## config.mk

```make
export PLATFORM = sky130hd
export DESIGN_NAME = overtemp_pin_config_regs
export DESIGN_NICKNAME = d
export VERILOG_FILES = /design/src/design/overtemp_cfg_pkg.sv /design/src/design/overtemp_channel_check.sv /design/src/design/overtemp_pin_config_regs.sv
export SDC_FILE = /design/constraint.sdc
export NUM_CORES = 1
export LEC_CHECK = 0
export BUFFER_PORTS_ARGS = -buffer_cell sky130_fd_sc_hd__buf_2
export CORE_AREA = 2 2 183 149
export DETAILED_ROUTE_END_ITERATION = 8
export DIE_AREA = 0 0 185 151
export SYNTH_ARGS = -nofsm -noshare
export SYNTH_HDL_FRONTEND = slang
export SYNTH_SLANG_ARGS = --single-unit
```

## constraint.sdc

```tcl
create_clock -name sys_clk_i -period 4.02 [get_ports sys_clk_i]
set_clock_uncertainty 0.1 [all_clocks]
set_input_delay 0.402 -clock sys_clk_i [delete_from_list [all_inputs] [get_ports sys_clk_i]]
set_output_delay 0.402 -clock sys_clk_i [all_outputs]
set_load 0.05 [all_outputs]
```

## src/design/overtemp_cfg_pkg.sv

```systemverilog
package overtemp_cfg_pkg;

  // ************************************************************
  // Bus geometry
  // ************************************************************
  localparam int ADDR_W = 12;
  localparam int DATA_W = 32;
  localparam int NUM_CH = 3;
  localparam int NUM_FAN = 3;
  localparam int NUM_RAIL = 4;

  // ************************************************************
  // Register indices and byte addresses
  // ************************************************************
  localparam logic [ADDR_W-1:0] IDX_PIN_CFG = 12'h07D;
  localparam logic [ADDR_W-1:0] IDX_TEST_ONE = 12'h07E;
  localparam logic [ADDR_W-1:0] IDX_TEST_TWO = 12'h07F;
  localparam logic [ADDR_W-1:0] ADDR_PIN_CFG = IDX_PIN_CFG << 2;
  localparam logic [ADDR_W-1:0] ADDR_TEST_ONE = IDX_TEST_ONE << 2;
  localparam logic [ADDR_W-1:0] ADDR_TEST_TWO = IDX_TEST_TWO << 2;
  localparam logic [ADDR_W-1:0] ADDR_CONTROL = 12'h000;
  localparam logic [ADDR_W-1:0] ADDR_OT_LIMIT = 12'h004;
  localparam logic [ADDR_W-1:0] ADDR_FAN_MAX = 12'h008;
  localparam logic [ADDR_W-1:0] ADDR_TEMP = 12'h00C;
  localparam logic [ADDR_W-1:0] ADDR_STATUS = 12'h010;

  // ************************************************************
  // Field positions
  // ************************************************************
  localparam int CTRL_LOCK_BIT = 0;
  localparam int CTRL_FORMAT_BIT = 1;
  localparam int STAT_PIN_LEVEL_BIT = 4;
  localparam int STAT_ASSERTED_BIT = 3;

  // ************************************************************
  // Reset values and fixed codes
  // ************************************************************
  localparam logic [7:0] PIN_CFG_RESET = 8'h00;
  localparam logic [7:0] TEST_RESET = 8'h00;
  localparam logic [7:0] CONTROL_RESET = 8'h02;
  localparam logic [7:0] OT_LIMIT_RESET = 8'h64;
  localparam logic [7:0] FAN_MAX_RESET = 8'hFF;
  localparam logic [7:0] FAN_FULL_SPEED = 8'hFF;
  localparam logic [7:0] OT_OFF_OFFSET64 = 8'h00;
  localparam logic [7:0] OT_OFF_TWOS = 8'h80;
  localparam logic [1:0] RESP_OKAY = 2'b00;
  localparam logic [1:0] RESP_SLVERR = 2'b10;

  // ************************************************************
  // Types
  // ************************************************************
  typedef enum logic [1:0] {
    ROLE_TACH     = 2'b00,
    ROLE_OVERTEMP = 2'b01,
    ROLE_ALERT    = 2'b10,
    ROLE_GPIO     = 2'b11
  } pin_role_e;

  typedef struct packed {
    logic                twelve_volt_attenuator_bypass;
    logic                five_volt_attenuator_bypass;
    logic                core_rail_attenuator_bypass;
    logic                low_rail_attenuator_bypass;
    logic                overtemp_fan_target_select;
    logic                overtemp_output_kill;
    pin_role_e           shared_pin_role_select;
  } pin_cfg_s;

  typedef enum {
    SEL_NONE,
    SEL_PIN_CFG,
    SEL_TEST_ONE,
    SEL_TEST_TWO,
    SEL_CONTROL,
    SEL_OT_LIMIT,
    SEL_FAN_MAX,
    SEL_TEMP,
    SEL_STATUS
  } reg_sel_e;

endpackage

```

## src/design/overtemp_channel_check.sv

```systemverilog
`timescale 1ns/100ps
module overtemp_channel_check
  import overtemp_cfg_pkg::*;
(
  input  wire logic [7:0] temp_i,
  input  wire logic [7:0] limit_i,
  input  wire logic       twos_format_i,
  output logic            exceeded_o
);

  logic off_code;
  logic above;

  // Limit at the format's minimum switches the channel off
  assign off_code = twos_format_i ? (limit_i == OT_OFF_TWOS) : (limit_i == OT_OFF_OFFSET64);

  // Signed compare in twos complement, unsigned in offset-64
  assign above = twos_format_i ? ($signed(temp_i) > $signed(limit_i)) : (temp_i > limit_i);

  assign exceeded_o = above && !off_code;

endmodule

```

## src/design/overtemp_pin_config_regs.sv

```systemverilog
`timescale 1ns/100ps
module overtemp_pin_config_regs
  import overtemp_cfg_pkg::*;
(
  input  wire logic                          sys_clk_i,
  input  wire logic                          rst_n_i,
  input  wire logic [ADDR_W-1:0]             s_axi_awaddr_i,
  input  wire logic                          s_axi_awvalid_i,
  output logic                               s_axi_awready_o,
  input  wire logic [DATA_W-1:0]             s_axi_wdata_i,
  input  wire logic [DATA_W/8-1:0]           s_axi_wstrb_i,
  input  wire logic                          s_axi_wvalid_i,
  output logic                               s_axi_wready_o,
  output logic [1:0]                         s_axi_bresp_o,
  output logic                               s_axi_bvalid_o,
  input  wire logic                          s_axi_bready_i,
  input  wire logic [ADDR_W-1:0]             s_axi_araddr_i,
  input  wire logic                          s_axi_arvalid_i,
  output logic                               s_axi_arready_o,
  output logic [DATA_W-1:0]                  s_axi_rdata_o,
  output logic [1:0]                         s_axi_rresp_o,
  output logic                               s_axi_rvalid_o,
  input  wire logic                          s_axi_rready_i,
  input  wire logic [NUM_CH-1:0][7:0]        temp_reading_i,
  input  wire logic                          overtemp_pin_i,
  output logic                               overtemp_pin_out_o,
  output logic                               overtemp_pin_oe_n_o,
  output logic                               shared_pin_out_o,
  output logic                               shared_pin_oe_n_o,
  output logic [1:0]                         shared_pin_role_o,
  output logic                               fan4_tach_enable_o,
  output logic                               fan_override_o,
  output logic [NUM_FAN-1:0][7:0]            fan_target_o,
  output logic [NUM_RAIL-1:0]                attenuator_bypass_o
);

  // ************************************************************
  // Address decode
  // ************************************************************
  function automatic reg_sel_e decode(input logic [ADDR_W-1:0] addr);
    reg_sel_e sel;
    sel = SEL_NONE;
    unique case ({addr[ADDR_W-1:2], 2'b00})
      ADDR_PIN_CFG:  sel = SEL_PIN_CFG;
      ADDR_TEST_ONE: sel = SEL_TEST_ONE;
      ADDR_TEST_TWO: sel = SEL_TEST_TWO;
      ADDR_CONTROL:  sel = SEL_CONTROL;
      ADDR_OT_LIMIT: sel = SEL_OT_LIMIT;
      ADDR_FAN_MAX:  sel = SEL_FAN_MAX;
      ADDR_TEMP:     sel = SEL_TEMP;
      ADDR_STATUS:   sel = SEL_STATUS;
      default:       sel = SEL_NONE;
    endcase
    return sel;
  endfunction

  // ************************************************************
  // Storage
  // ************************************************************
  pin_cfg_s                  pin_cfg;
  logic [7:0]                test_one;
  logic [7:0]                test_two;
  logic                      cfg_lock;
  logic                      temp_format_select;
  logic [NUM_CH-1:0][7:0]    ot_limit;
  logic [NUM_FAN-1:0][7:0]   fan_max;
  logic [NUM_CH-1:0]         exceeded;
  logic [NUM_CH-1:0]         exceeded_q;
  logic                      overtemp_active;
  logic                      pin_level;

  // ************************************************************
  // Write channel
  // ************************************************************
  logic                      aw_full;
  logic                      w_full;
  logic [ADDR_W-1:0]         aw_addr;
  logic [DATA_W-1:0]         w_data;
  logic [DATA_W/8-1:0]       w_strb;
  logic                      do_write;
  reg_sel_e                  wr_sel;

  assign do_write = aw_full && w_full && !s_axi_bvalid_o;
  assign wr_sel   = decode(aw_addr);

  always_ff @(posedge sys_clk_i) begin
    if (!rst_n_i) begin
      aw_full         <= 1'b0;
      aw_addr         <= '0;
      s_axi_awready_o <= 1'b0;
    end else if (s_axi_awvalid_i && s_axi_awready_o) begin
      aw_full         <= 1'b1;
      aw_addr         <= s_axi_awaddr_i;
      s_axi_awready_o <= 1'b0;
    end else if (do_write) begin
      aw_full <= 1'b0;
    end else if (!aw_full && !s_axi_bvalid_o) begin
      s_axi_awready_o <= 1'b1;
    end
  end

  always_ff @(posedge sys_clk_i) begin
    if (!rst_n_i) begin
      w_full         <= 1'b0;
      w_data         <= '0;
      w_strb         <= '0;
      s_axi_wready_o <= 1'b0;
    end else if (s_axi_wvalid_i && s_axi_wready_o) begin
      w_full         <= 1'b1;
      w_data         <= s_axi_wdata_i;
      w_strb         <= s_axi_wstrb_i;
      s_axi_wready_o <= 1'b0;
    end else if (do_write) begin
      w_full <= 1'b0;
    end else if (!w_full && !s_axi_bvalid_o) begin
      s_axi_wready_o <= 1'b1;
    end
  end

  // Refused writes still answer OKAY; only unmapped space errors
  always_ff @(posedge sys_clk_i) begin
    if (!rst_n_i) begin
      s_axi_bvalid_o <= 1'b0;
      s_axi_bresp_o  <= RESP_OKAY;
    end else if (do_write) begin
      s_axi_bvalid_o <= 1'b1;
      s_axi_bresp_o  <= (wr_sel == SEL_NONE) ? RESP_SLVERR : RESP_OKAY;
    end else if (s_axi_bvalid_o && s_axi_bready_i) begin
      s_axi_bvalid_o <= 1'b0;
    end
  end

  // ************************************************************
  // Register updates
  // ************************************************************
  always_ff @(posedge sys_clk_i) begin
    if (!rst_n_i) begin
      pin_cfg <= pin_cfg_s'(PIN_CFG_RESET);
    end else if (do_write && wr_sel == SEL_PIN_CFG && w_strb[0] && !cfg_lock) begin
      pin_cfg <= pin_cfg_s'(w_data[7:0]);
    end
  end

  // Lock only sets; cleared by reset alone
  always_ff @(posedge sys_clk_i) begin
    if (!rst_n_i) begin
      cfg_lock           <= CONTROL_RESET[CTRL_LOCK_BIT];
      temp_format_select <= CONTROL_RESET[CTRL_FORMAT_BIT];
    end else if (do_write && wr_sel == SEL_CONTROL && w_strb[0]) begin
      cfg_lock           <= cfg_lock | w_data[CTRL_LOCK_BIT];
      temp_format_select <= w_data[CTRL_FORMAT_BIT];
    end
  end

  // Test registers have no write path
  always_ff @(posedge sys_clk_i) begin
    if (!rst_n_i) begin
      test_one <= TEST_RESET;
      test_two <= TEST_RESET;
    end else begin
      test_one <= test_one;
      test_two <= test_two;
    end
  end

  generate
    for (genvar i = 0; i < NUM_CH; i++) begin : g_limit
      always_ff @(posedge sys_clk_i) begin
        if (!rst_n_i) begin
          ot_limit[i] <= OT_LIMIT_RESET;
        end else if (do_write && wr_sel == SEL_OT_LIMIT && w_strb[i]) begin
          ot_limit[i] <= w_data[8*i +: 8];
        end
      end
    end
    for (genvar f = 0; f < NUM_FAN; f++) begin : g_fan_max
      always_ff @(posedge sys_clk_i) begin
        if (!rst_n_i) begin
          fan_max[f] <= FAN_MAX_RESET;
        end else if (do_write && wr_sel == SEL_FAN_MAX && w_strb[f]) begin
          fan_max[f] <= w_data[8*f +: 8];
        end
      end
    end
  endgenerate

  // ************************************************************
  // Overtemperature evaluation
  // ************************************************************
  generate
    for (genvar c = 0; c < NUM_CH; c++) begin : g_check
      overtemp_channel_check i_overtemp_channel_check (
        .temp_i        (temp_reading_i[c]),
        .limit_i       (ot_limit[c]),
        .twos_format_i (temp_format_select),
        .exceeded_o    (exceeded[c])
      );
    end
  endgenerate

  always_ff @(posedge sys_clk_i) begin
    if (!rst_n_i) begin
      exceeded_q      <= '0;
      overtemp_active <= 1'b0;
      pin_level       <= 1'b1;
    end else begin
      exceeded_q      <= exceeded;
      overtemp_active <= (|exceeded) && !pin_cfg.overtemp_output_kill;
      pin_level       <= overtemp_pin_i;
    end
  end

  // Open-drain, active low: drive low while asserted
  always_ff @(posedge sys_clk_i) begin
    if (!rst_n_i) begin
      overtemp_pin_out_o  <= 1'b0;
      overtemp_pin_oe_n_o <= 1'b1;
      shared_pin_out_o    <= 1'b0;
      shared_pin_oe_n_o   <= 1'b1;
    end else begin
      overtemp_pin_out_o  <= 1'b0;
      overtemp_pin_oe_n_o <= !overtemp_active;
      shared_pin_out_o    <= 1'b0;
      shared_pin_oe_n_o   <= !(overtemp_active && pin_cfg.shared_pin_role_select == ROLE_OVERTEMP);
    end
  end

  always_ff @(posedge sys_clk_i) begin
    if (!rst_n_i) begin
      shared_pin_role_o   <= ROLE_TACH;
      fan4_tach_enable_o  <= 1'b1;
      attenuator_bypass_o <= '0;
    end else begin
      shared_pin_role_o   <= pin_cfg.shared_pin_role_select;
      fan4_tach_enable_o  <= (pin_cfg.shared_pin_role_select == ROLE_TACH);
      attenuator_bypass_o <= {pin_cfg.twelve_volt_attenuator_bypass, pin_cfg.five_volt_attenuator_bypass,
                              pin_cfg.core_rail_attenuator_bypass, pin_cfg.low_rail_attenuator_bypass};
    end
  end

  generate
    for (genvar f = 0; f < NUM_FAN; f++) begin : g_fan_out
      always_ff @(posedge sys_clk_i) begin
        if (!rst_n_i) begin
          fan_target_o[f] <= FAN_FULL_SPEED;
        end else if (pin_cfg.overtemp_fan_target_select) begin
          fan_target_o[f] <= fan_max[f];
        end else begin
          fan_target_o[f] <= FAN_FULL_SPEED;
        end
      end
    end
  endgenerate

  always_ff @(posedge sys_clk_i) begin
    if (!rst_n_i) begin
      fan_override_o <= 1'b0;
    end else begin
      fan_override_o <= |exceeded;
    end
  end

  // ************************************************************
  // Read channel
  // ************************************************************
  reg_sel_e                  rd_sel;
  logic [DATA_W-1:0]         rd_word;

  assign rd_sel = decode(s_axi_araddr_i);

  always_comb begin
    rd_word = '0;
    unique case (rd_sel)
      SEL_PIN_CFG:  rd_word[7:0] = pin_cfg;
      SEL_TEST_ONE: rd_word[7:0] = test_one;
      SEL_TEST_TWO: rd_word[7:0] = test_two;
      SEL_CONTROL: begin
        rd_word[CTRL_LOCK_BIT]   = cfg_lock;
        rd_word[CTRL_FORMAT_BIT] = temp_format_select;
      end
      SEL_OT_LIMIT: rd_word[8*NUM_CH-1:0] = ot_limit;
      SEL_FAN_MAX:  rd_word[8*NUM_FAN-1:0] = fan_max;
      SEL_TEMP:     rd_word[8*NUM_CH-1:0] = temp_reading_i;
      SEL_STATUS: begin
        rd_word[NUM_CH-1:0]         = exceeded_q;
        rd_word[STAT_ASSERTED_BIT]  = overtemp_active;
        rd_word[STAT_PIN_LEVEL_BIT] = pin_level;
      end
      SEL_NONE:     rd_word = '0;
    endcase
  end

  always_ff @(posedge sys_clk_i) begin
    if (!rst_n_i) begin
      s_axi_arready_o <= 1'b0;
      s_axi_rvalid_o  <= 1'b0;
      s_axi_rdata_o   <= '0;
      s_axi_rresp_o   <= RESP_OKAY;
    end else if (s_axi_arvalid_i && s_axi_arready_o) begin
      s_axi_arready_o <= 1'b0;
      s_axi_rvalid_o  <= 1'b1;
      s_axi_rdata_o   <= rd_word;
      s_axi_rresp_o   <= (rd_sel == SEL_NONE) ? RESP_SLVERR : RESP_OKAY;
    end else if (s_axi_rvalid_o && s_axi_rready_i) begin
      s_axi_rvalid_o <= 1'b0;
    end else if (!s_axi_rvalid_o) begin
      s_axi_arready_o <= 1'b1;
    end
  end

endmodule

```

## Word level (Yosys, flattened, before mapping)

Index checks and enable logic that the tools add are counted.
Widths: inputs -> output; s select.

- Logic and storage cells: 161
- Bits in registers: 171
- Input bits: 92
- Output and inout port bits: 77

- Bitwise operators: 5
- Multiplexer cells: 21
- Equality and inequality tests: 30
- Order comparisons: 6
- Reduce and logical (&&, ||, !) cells: 59

Operators with widths:

| kind | count |
|---|---|
| $eq 32x3->1 const B | 4 |
| $eq 32x4->1 const B | 4 |
| $eq 32x2->1 const B | 3 |
| $logic_not 32->1 | 3 |
| $pmux 4 s8 | 2 |
| $eq 10x7->1 const B | 6 |
| $gt 8x8->1 | 6 |
| $pmux 16 s3 | 1 |
| $eq 10x2->1 const B | 4 |
| $eq 32x1->1 const B | 1 |
| $logic_and 1x1->1 | 27 |
| $eq 8x8->1 const B | 3 |
| $logic_not 8->1 | 3 |
| $eq 10x1->1 const B | 2 |
| $eq 10x3->1 const B | 2 |
| $logic_not 10->1 | 2 |
| $pmux 3 s5 | 1 |
| $pmux 2 s7 | 1 |
| $mux 1 | 13 |
| $pmux 3 s4 | 1 |
| $logic_not 1->1 | 10 |
| $reduce_and 2->1 | 4 |
| $reduce_bool 2->1 | 4 |
| $reduce_or 2->1 | 3 |
| 6 further kinds | 11 |

## Depth between registers and ports, before layout

Gate-level depths: netlist of run 1.

- Depth after elaboration: 6
- Mapped depth: 7
- Mapped depth without buffers: 7

## By module

A second synthesis of run 1 with hierarchy kept.

- Cells, all modules: 804
- Area total of the unflattened synthesis: 7290.7 um^2

By module, submodules not included:

| module | times used | seq. area each (um^2) | cells an instance | area an instance (um^2) |
|---|---|---|---|---|
| overtemp_pin_config_regs | 1 | 3343.2 | 699 | 6532.5 |
| overtemp_channel_check | 3 | 0.0 | 35 | 252.7 |

## Worst setup path after synthesis of run 1

OpenSTA, ideal clock, no wires.

- Kind: input port to flip-flop
- Start point: in s_axi_araddr_i[11]
- End point: reg s_axi_rdata_o[18]
- Required time: 3.861 ns
- Setup slack: 1.919 ns
- Setup time: 0.059 ns
- Cell stages on the path: 7
- Buffers on the path: 2
- Arrival: 1.942 ns
- Cells stage by stage: or3_1 > clkbuf_1 > nor4b_4 > buf_2 > a22oi_1 > o21ai_1 > and2_1

- Word-level cells in the longest chain between the ends: 4
- Elaborated cells between the ends (all ways): 13
- Classes of those cells: eq/ne: 10; mux: 2; reduce/logical: 1

RTL lines:

| element | line | source |
|---|---|---|
| from (decl) | overtemp_pin_config_regs.sv:17 | `input wire logic [ADDR_W-1:0] s_axi_araddr_i,` |
| $eq 10x3->1 (tied with other cells) | overtemp_pin_config_regs.sv:43 | `unique case ({addr[ADDR_W-1:2], 2'b00})` |
| $pmux 4 s8 (*) | overtemp_pin_config_regs.sv:43 |  |
| $eq 32x3->1 | overtemp_pin_config_regs.sv:273 | `unique case (rd_sel)` |
| $pmux 16 s3 (*) | overtemp_pin_config_regs.sv:273 |  |
| to (signal assigned) | overtemp_pin_config_regs.sv:302 | `s_axi_rdata_o <= rd_word;` |
| to (decl) | overtemp_pin_config_regs.sv:20 | `output logic [DATA_W-1:0] s_axi_rdata_o,` |

Every way passes the cells marked *; elsewhere a longest branch is shown, timed or not.
A chain may end at the register's enable or synchronous reset.

## Final worst setup path of run 1

- Start point: reg aw_addr[5]
- End point: reg ot_limit[12] (netlist name)

- Word-level cells in the longest chain between the ends: 5
- Elaborated cells between the ends (all ways): 12
- Classes of those cells: eq/ne: 8; mux: 1; reduce/logical: 3

RTL lines:

| element | line | source |
|---|---|---|
| from (decl) | overtemp_pin_config_regs.sv:77 | `logic [ADDR_W-1:0] aw_addr;` |
| from (signal assigned) | overtemp_pin_config_regs.sv:93 | `aw_addr <= s_axi_awaddr_i;` |
| $eq 10x3->1 (tied with other cells) | overtemp_pin_config_regs.sv:43 |  |
| $pmux 4 s8 (*) | overtemp_pin_config_regs.sv:43 |  |
| $eq 32x4->1 (*) | overtemp_pin_config_regs.sv:171 | `end else if (do_write && wr_sel == SEL_OT_LIMIT && w_strb[i]) begin` |
| $logic_and 1x1->1 (*) (2 in series) | overtemp_pin_config_regs.sv:171 |  |
| to (signal, indexed assignment) | overtemp_pin_config_regs.sv:172 | `ot_limit[i] <= w_data[8*i +: 8];` |
| to (decl) | overtemp_pin_config_regs.sv:65 | `logic [NUM_CH-1:0][7:0] ot_limit;` |

Marks and branches as above.

==> results.md, run 1 <==
- Commonest non-fill, non-tap cell in the layout: dfxtp_1
- Layout area overhead: 20.57%
- Global Route Usage Sum: 15.46%
- Required @ worst endpoint: 4240 ps
- Hold Buf Count CTS: 0
- Clock latency at the later pin of the worst-skew pair: 430 ps
- Setup repair bufs after CTS: 0
- Crit Path Max Fanout: 11
- Die Span Y: 151 um
- Clock root buffer master: clkbuf_16
- TritonCTS Buffers: 17
- Worst r2r path cells: 5
- Final min period: 2689 ps
- Tot Pwr: 3.728 mW
- Tcrit/Tclk final: 66.90%
- Busiest grt layer: met2
- Clock buffer depth: 2
- HP Start: overtemp_pin_i
- Hold Path Class: in2reg
- Post-cts resize count: 0
- Global-route wire length before repair: 32,840 um
- Syn Inst Count: 833
- Setup CP Type: reg2reg
- Post-synthesis sequential area ratio: 43.28%
- Status: complete, no violations
- CTS sink cnt: 167
- Vias in the first global route: 5,750
- Via count: 6,091
- Total grt overflow: 0
- DP HPWL: 15,630 um
- Detailed Route Iter0 Violations: 396
- WHS: 74.79 ps
- RR Startpoint: aw_addr[5]
- RSZ-0062 raised after global routing: false
- Unique masters post-synth: 61
- Arr. time, crit path: 2910 ps
- Clk slew on worst S/H paths: 70 ps
- Core Box Area: 25,990 um2
- DRT Wirelength: 21,240 um
- Design Area, Final: 9314 um2
- Die Width: 185 um
- Final core utilization: 35.83%
- Crit start category: flip-flop
- Synth warn: 0
- Most frequent cells in the layout: dfxtp_1, buf_2, nand2_1
- Crit path capture type: flip-flop
- Largest net degree at the start of global routing: 60
- H-tree depth: 4
- MaxCap Viol Count: 0
- Fillers: 2,739
- # IOs: 169
- Number of cell rows: 53
- Worst slew pin tran: 1051 ps
- Via-to-Cell Ratio: 4.583
- Initial core utilization: 29.72%
- Synthesis-stage register bit count: 167
- Synthesized area per cell: 9.274 um2
- Met2 Track Usage GR: 22.98%
- Maximum vdd drop: 0.2642 mV
- Layout Nets: 1,074
- RePlAce Congestion: 0.8191
- Slew Limit Fails: 0
- Fmax: 371.8 MHz
- Remaining DRCs: 0
- Pre-antenna DRT Iters: 4
- Grt met3 use: 3.727%
- Die area: 27,940 um2
- Dominant synthesized flop cell: dfxtp_1
- Met1 GRT Util: 22.37%
- Final hold vios: 0
- Share of cells above drive strength 1: 25.03%
- Hold worst-path end: pin_level
- Dpl cell area: 8715 um2
- Drt wl/cell: 15.98 um
- Final setup fails: 0
- Synthesized cell area: 7725 um2
- Worst rel slew slack: 29.79%
- EDFF count, synth: 0
- Initial antenna violation count: 1
- Post-route ant nets: 0
- Reg2reg end: ot_limit[12]
- CTS tree: done
- Pwr per Cell Area: 400.3 nW/um2
- IO buf count: 143
- Hold Path Depth: 2
- Synth async-reset ratio: 0%
- Lkg Pwr: 3.669 nW
- Reg2reg setup slack: 1330 ps
- Setup TNS: 0 ps
==> logic make-up (layout without fill, tap and decap cells) <==
kind of cell / count (synthesis) / in the layout / synth area share [%]
compound gates: 150 / 150 / 12.88
xor+xnor: 5 / 5 / 0.5670
fa+ha+maj: 24 / 24 / 3.887
buf+inv: 90 / 217 / 5.232
flops: 167 / 167 / 43.28
mux: 80 / 80 / 10.90
other cells: 1 / 13 / 0.04854
simple gates: 316 / 316 / 23.21
==> Yosys cell counts (2+ instances only) <==
cell,number,area (um2)
a211oi_1,3,22.52
a21boi_0,40,300.3
a21oi_1,20,100.1
a222oi_1,3,30.03
a22o_1,3,26.28
a22oi_1,16,120.1
a31oi_1,5,31.28
and2_1,25,156.4
buf_1,3,11.26
buf_2,2,10.01
buf_4,13,97.59
buf_6,2,22.52
clkbuf_1,36,135.1
dfxtp_1,167,3343
ha_1,24,300.3
inv_1,34,127.6
mux2_2,19,214.0
mux2i_1,59,590.6
nand2_1,115,431.7
nand2b_1,8,50.05
nand3_1,10,50.05
nand3b_1,3,22.52
nand4_1,9,56.30
nand4_2,2,25.02
nor2_1,6,22.52
nor2b_1,81,506.7
nor3_1,7,35.03
nor3_2,2,20.02
nor3_4,2,32.53
nor3b_1,2,15.01
nor4_1,4,25.02
nor4_4,3,63.81
o211ai_1,8,60.06
o21a_1,4,30.03
o21ai_0,25,125.1
o21ai_1,10,50.05
o221ai_1,2,17.52
o22ai_1,4,25.02
o31ai_1,2,15.01
or2_2,25,156.4
or4_4,2,22.52
xnor2_1,3,26.28
xor2_1,2,17.52
==> per-stage QoR <==
stage	setup slack [ps]	cells
after floorplan	1919	844
after global placement	1397	1296
after detailed placement	1371	1296
after CTS	1332	1328
after global routing	1099	1328
final	1331	1329
==> worst max-delay path by stage <==
stage / from / to / slack, ps / cells past startpoint
finish: aw_addr[5] / ot_limit[12] / 1330 / 5
global route: aw_addr[5] / ot_limit[12] / 1100 / 5
CTS: aw_addr[5] / ot_limit[12] / 1330 / 5
detailed placement: aw_addr[5] / ot_limit[9] / 1370 / 5
global placement: aw_addr[5] / ot_limit[12] / 1400 / 5
floorplan: s_axi_araddr_i[11] / s_axi_rdata_o[18] / 1920 / 7
==> registers in the layout, summed over array words and instances, names as in the netlist, 4 cells and up <==
register and count:
fan_max 24, aw_addr 10, attenuator_bypass_o 4, w_data 24, pin_cfg 8, ot_limit 24, fan_target_o 24, s_axi_rdata_o 24
==> report_power, final <==
part | switching (mW) | leakage [nW] | internal [mW]
sequential | 0.0321 | 1.36 | 1.69
clock | 0.735 | 0.279 | 0.934
combinational | 0.214 | 2.03 | 0.124
==> cell type report <==
type	instances	area [um2]	area share, %
clock buffers	18	429.2	4.608
flip-flops and latches	167	3343	35.89
diodes	1	2.502	0.02687
multi-input cells	587	4019	43.15
inverters	34	127.6	1.370
clock inverters	14	167.7	1.800
well taps	357	446.7	4.796
repair buffers	151	778.2	8.356
==> worst max-delay path: stages (launching register included) <==
cell and delay (ps):
dfxtp_1 330, nor4_1 660, nand4_1 360, nor4_4 780, mux2i_1 270, nor2b_1 60
==> metal layers <==
| metal | wire length, um | part of all wire (%) |
|---|---|---|
| met3 | 1361 | 6.4 |
| met4 | 191 | 0.90 |
| met1 | 10760 | 51 |
| met5 | 0 | 0 |
| met2 | 8936 | 42 |
(Power assumes the default switching activity.)
==> inputs of run 2 (changes only) <==
- clock period: 4.02 -> 2.7 ns (I/O delays scaled with it)
==> run 2 against run 1 <==
  * Total power grew 52%
  * Wire length grew 3.2%
  * Highest routed layer unchanged
  * Via count grew 3.5%
  * Fmax grew 17%
  * Sequential share of layout area shrank 1.4 points
  * Combinational power grew 63%
==> results.md, run 2 (same netlist as run 1, synthesis figures left out) <==
- Multi-input gate area: 4019 um2 (unchanged)
- Post-cts resize count: 0 (unchanged)
- Clock buffer depth: 2 (unchanged)
- RSZ-0062 raised after global routing: false
- Layout area overhead: 25.62%
- Die Span Y: 151 um (unchanged)
- DRT Wirelength: 21,920 um (+3.2%)
- Worst rel slew slack: 53.81% (+24 points)
- Final setup fails: 0 (unchanged)
- Via count: 6,307 (+3.5%)
- Cells after DPL: 1,309 (+1.0%)
- Drt wl/cell: 16.01 um (+0.18%)
- Tcrit/Tclk final: 85.37% (+18 points)
- Crit path capture type: flip-flop
- IO buf count: 143 (unchanged)
- Initial core utilization: 29.72% (unchanged)
- Die area: 27,940 um2 (unchanged)
- Maximum vdd drop: 0.4246 mV (+61%)
- Post-route ant nets: 0 (unchanged)
- WHS: 14.21 ps (-60.58 ps)
- Seq. cell area: 3343 um2 (unchanged)
- Global-route wire length before repair: 34,070 um (+3.7%)
- Clk slew on worst S/H paths: 70 ps (about the same)
- CTS tree: done
- Slew Limit Fails: 0 (unchanged)
- H-tree depth: 4 (unchanged)
- Hold Buf Count CTS: 28 (+28)
- Fillers: 2,701 (-1.4%)
- Remaining DRCs: 0 (unchanged)
- Arr. time, crit path: 2510 ps (-400 ps)
- Setup TNS: 0 ps (unchanged)
- Share of cells above drive strength 1: 25.40% (+0.37 points)
- Commonest non-fill, non-tap cell in the layout: dfxtp_1
- Detailed Route Iter0 Violations: 372 (-6.1%)
- Clock root buffer master: clkbuf_16
- Reg2reg setup slack: 400 ps (-940 ps)
- MaxCap Viol Count: 0 (unchanged)
- # IOs: 169 (unchanged)
- Pre-antenna DRT Iters: 5 (+1)
- Lkg Pwr: 3.876 nW (+5.6%)
- Core Box Area: 25,990 um2 (unchanged)
- Crit Path Max Fanout: 8 (-3)
- Number of cell rows: 53 (unchanged)
- Largest net degree at the start of global routing: 72 (+20%)
- Most frequent cells in the layout: dfxtp_1, buf_2, nand2_1
- Vias in the first global route: 6,060 (+5.4%)
- Hold Path Class: in2reg
- Clock latency at the later pin of the worst-skew pair: 430 ps (about the same)
- Crit start category: flip-flop
- Setup repair bufs after CTS: 0 (unchanged)
- Fmax: 433.8 MHz (+17%)
- Layout Nets: 1,115 (+3.8%)
- Via-to-Cell Ratio: 4.607 (+0.52%)
- Antenna diodes: 0 (-1)
- Setup CP Type: reg2reg
- Global Route Usage Sum: 15.98% (+0.52 points)
- Dpl cell area: 8812 um2 (+1.1%)
- Design Area, Final: 9704 um2 (+4.2%)
- Final min period: 2305 ps (-384.3 ps)
- Final core utilization: 37.33% (+1.5 points)
- Required @ worst endpoint: 2900 ps (-1340 ps)
- Die Width: 185 um (unchanged)
- Pwr per Cell Area: 584.9 nW/um2 (+46%)
- Worst slew pin tran: 687.2 ps (-363.5 ps)
- DP HPWL: 15,970 um (+2.1%)
- RePlAce Congestion: 0.8476 (+3.5%)
- TritonCTS Buffers: 17 (unchanged)
- Initial antenna violation count: 0 (-1)
- Final hold vios: 0 (unchanged)
- Total grt overflow: 0 (unchanged)
- CTS sink cnt: 167 (unchanged)
- Finished Layout Cells: 1,369 (+3.0%)
- Status: complete, no violations
-- run 2: cell types whose count changed in the layout (fill, tap and decap cells not counted) --
cell / delta
buf_4: +13
clkbuf_1: -1
clkbuf_8: +1
clkinv_4: -2
clkinvlp_4: -4
diode_2: -1
dlygate4sd3_1: +28
inv_6: +6
-- run 2: final cells by class --
cell class	count	share of cell area, %
Multi-Input combinational cell	587	41.41
Timing Repair Buffer	192	11.91
Clock buffer	18	4.526
Clock inverter	14	1.779
Tap cell	357	4.603
Sequential cell	167	34.45
Inverter	34	1.315
-- run 2: final timing paths --
path                                        from  cells after the start             endpoint
worst max register to register            w_full                      5          ot_limit[6]
worst min-delay path            s_axi_wstrb_i[0]                      3            w_strb[0]
worst min register to register   overtemp_active                      1  overtemp_pin_oe_n_o
worst max-delay path                      w_full                      5          ot_limit[6]
-- run 2: worst max-delay path: stages, from the launching register on --
cell	delay [ps]
dfxtp_1	390
nor4bb_1	600
and4_1	330
nand4_2	390
mux2i_1	290
nand2_1	70
-- run 2: metal layers --
layer  part of all wire [%]  vias to the layer above  GRT usage [%]
met4                   0.80                        0          4.444
met2                     43                      140          24.78
li1                       -                     3171              -
met3                    4.5                       14          3.126
met1                     51                     2982          22.58
met5                      0                        -              0
-- run 2: power breakdown --
group | leakage, nW | switching, mW | internal, mW
clock network | 0.303 | 1.13 | 1.43
logic | 2.22 | 0.331 | 0.220
registers | 1.36 | 0.0465 | 2.51
-- run 2: stage by stage --
stage	setup WS (ps)	power [mW]
after floorplan	607.0	2.970
after global placement	505.4	3.130
after detailed placement	462.1	3.138
after CTS	429.5	5.743
after global routing	200.1	5.922
final	395.0	5.676
==> inputs of run 3 (changes only) <==
- PLACE_DENSITY_LB_ADDON: not set -> 0.2
==> run 3 against run 2 <==
  * Die area unchanged
  * First-iteration DRC count is 24% lower
  * Worst setup slack improved by 9.0 ps
  * Clock power about the same
  * Total power shrank 0.55%
  * Combinational power grew 1%
  * Sequential cell count did not move
  * Via count decreased by 1.0%
  * Critical path type unchanged
  * Largest power group unchanged
==> results.md, run 3 (same netlist as run 1, synthesis figures left out) <==
- Status: complete, no violations
- RSZ-0062 raised after global routing: false
- Maximum vdd drop: 0.3908 mV (-8.0%)
- Commonest non-fill, non-tap cell in the layout: dfxtp_1
- Worst rel slew slack: 47.96% (-5.8 points)
- Die area: 27,940 um2 (unchanged)
- Most frequent cells in the layout: dfxtp_1, buf_2, nand2_1
- Total grt overflow: 0 (unchanged)
- Drt wl/cell: 16.33 um (+2.0%)
- Hold Path Class: in2reg
- Crit path capture type: flip-flop
- Finished Layout Cells: 1,367 (-0.15%)
- Worst slew pin tran: 774.7 ps (+87.50 ps)
- DRT Wirelength: 22,320 um (+1.8%)
- Setup CP Type: reg2reg
- Global-route wire length before repair: 34,220 um (+0.45%)
- Via-to-Cell Ratio: 4.566 (-0.89%)
- Clk slew on worst S/H paths: 70 ps (about the same)
- Dpl cell area: 8820 um2 (about the same)
- Tcrit/Tclk final: 85.04% (-0.33 points)
- Design Area, Final: 9674 um2 (-0.31%)
- Post-cts resize count: 0 (unchanged)
- Final core utilization: 37.22% (-0.12 points)
- DP HPWL: 15,930 um (-0.20%)
- Remaining DRCs: 0 (unchanged)
- TritonCTS Buffers: 17 (unchanged)
- Layout area overhead: 25.23%
- Clock root buffer master: clkbuf_16
- Cells after DPL: 1,310 (+0.076%)
- MaxCap Viol Count: 0 (unchanged)
- H-tree depth: 4 (unchanged)
- HP Start: s_axi_wdata_i[20]
- Reg2reg end: fan_max[7]
- Clock buffer depth: 2 (unchanged)
- Hold worst-path end: w_data[20]
- Critical path's slowest cell: or4_4
- Clock latency at the later pin of the worst-skew pair: 420 ps (about the same)
- Lkg Pwr: 3.858 nW (-0.45%)
- Number of cell rows: 53 (unchanged)
- Die Width: 185 um (unchanged)
- Worst r2r path cells: 6 (+1)
- CTS sink cnt: 167 (unchanged)
- Crit Path Max Fanout: 8 (unchanged)
- Reg2reg setup slack: 400 ps (about the same)
- IO buf count: 143 (unchanged)
- Final hold vios: 0 (unchanged)
- RR Startpoint: aw_addr[5]
- Slew Limit Fails: 0 (unchanged)
- Final setup fails: 0 (unchanged)
- Setup TNS: 0 ps (unchanged)
- Final min period: 2296 ps (-9.008 ps)
- Crit start category: flip-flop
- Required @ worst endpoint: 2950 ps (+50 ps)
- Initial antenna violation count: 0 (unchanged)
- Hold Path Depth: 3 (unchanged)
- Slowest stage delay, CP: 580 ps (-20 ps)
- Vias in the first global route: 6,026 (-0.56%)
- CTS tree: done
- RePlAce Congestion: 0.8008 (-5.5%)
- Post-route ant nets: 0 (unchanged)
- Global Route Usage Sum: 16.13% (+0.14 points)
- Share of cells above drive strength 1: 25.25% (-0.15 points)
- Die Span Y: 151 um (unchanged)
- Largest net degree at the start of global routing: 57 (-21%)
- Via count: 6,242 (-1.0%)
- Pre-antenna DRT Iters: 5 (unchanged)
- Pwr per Cell Area: 583.5 nW/um2 (-0.24%)
- Core Box Area: 25,990 um2 (unchanged)
- Detailed Route Iter0 Violations: 284 (-24%)
- Arr. time, crit path: 2540 ps (+30 ps)
- Layout Nets: 1,114 (-0.090%)
- Antenna diodes: 0 (unchanged)
- Tot Pwr: 5.645 mW (-0.55%)
- Initial core utilization: 29.72% (unchanged)
- # IOs: 169 (unchanged)
- Fmax: 435.5 MHz (+0.39%)
- Cell breakdown of the critical path: or4_4 > mux2i_4 > nand3_2 > nor3b_1 > buf_4 > mux2i_1
run 3: metal layers:
| metal | share of wire, % | global-route usage, % |
|---|---|---|
| met5 | 0 | 0 |
| met4 | 0.85 | 3.690 |
| met3 | 5.0 | 3.102 |
| met2 | 42 | 23.88 |
| met1 | 52 | 23.99 |
run 3: report_power, final:
group          total, mW  switching (mW)  internal (mW)  leakage [nW]
clock               2.53            1.05           1.48         0.291
combinational      0.557           0.336          0.220          2.21
sequential          2.56          0.0465           2.51          1.36
run 3: area by class of cell:
class                      count  area [um2]
tap                          357       446.7
fill                        2740       16320
inverter                      34       127.6
timing repair buffer         191        1144
multi-input combinational    587        4019
clock inverter                11       147.6
clock buffer                  20       446.7
sequential                   167        3343
run 3: worst max path at each step:
stage	startpoint	end	slack [ps]
2_1_floorplan	aw_addr[5]	ot_limit[11]	610
3_3_place_gp	aw_addr[5]	fan_max[3]	470
3_5_place_dp	aw_addr[5]	ot_limit[12]	450
4_1_cts	aw_addr[5]	fan_max[7]	420
5_1_grt	aw_addr[5]	fan_max[1]	270
6_report	aw_addr[5]	fan_max[7]	400
run 3: stage by stage:
stage          hold slack, ps  worst slack (ps)
2_1_floorplan           271.2             607.0
3_3_place_gp            295.4             470.6
3_5_place_dp            303.5             447.9
4_1_cts                 1.273             416.2
5_1_grt                 12.26             268.8
6_report                15.95             404.0
run 3: what timing repair did:
| item | in CTS | in global routing |
|---|---|---|
| buffers inserted | 0 | 0 |
| hold endpoints to repair | 26 | 0 |
| hold buffers | 26 | 0 |
run 3: worst max-delay path: cells and delay by family, from the launching register on:
family                 cells  cell delay [ps]
muxes                      2              420
buffers and inverters      1              280
and+or+nand+nor            3             1080
DFF                        1              330
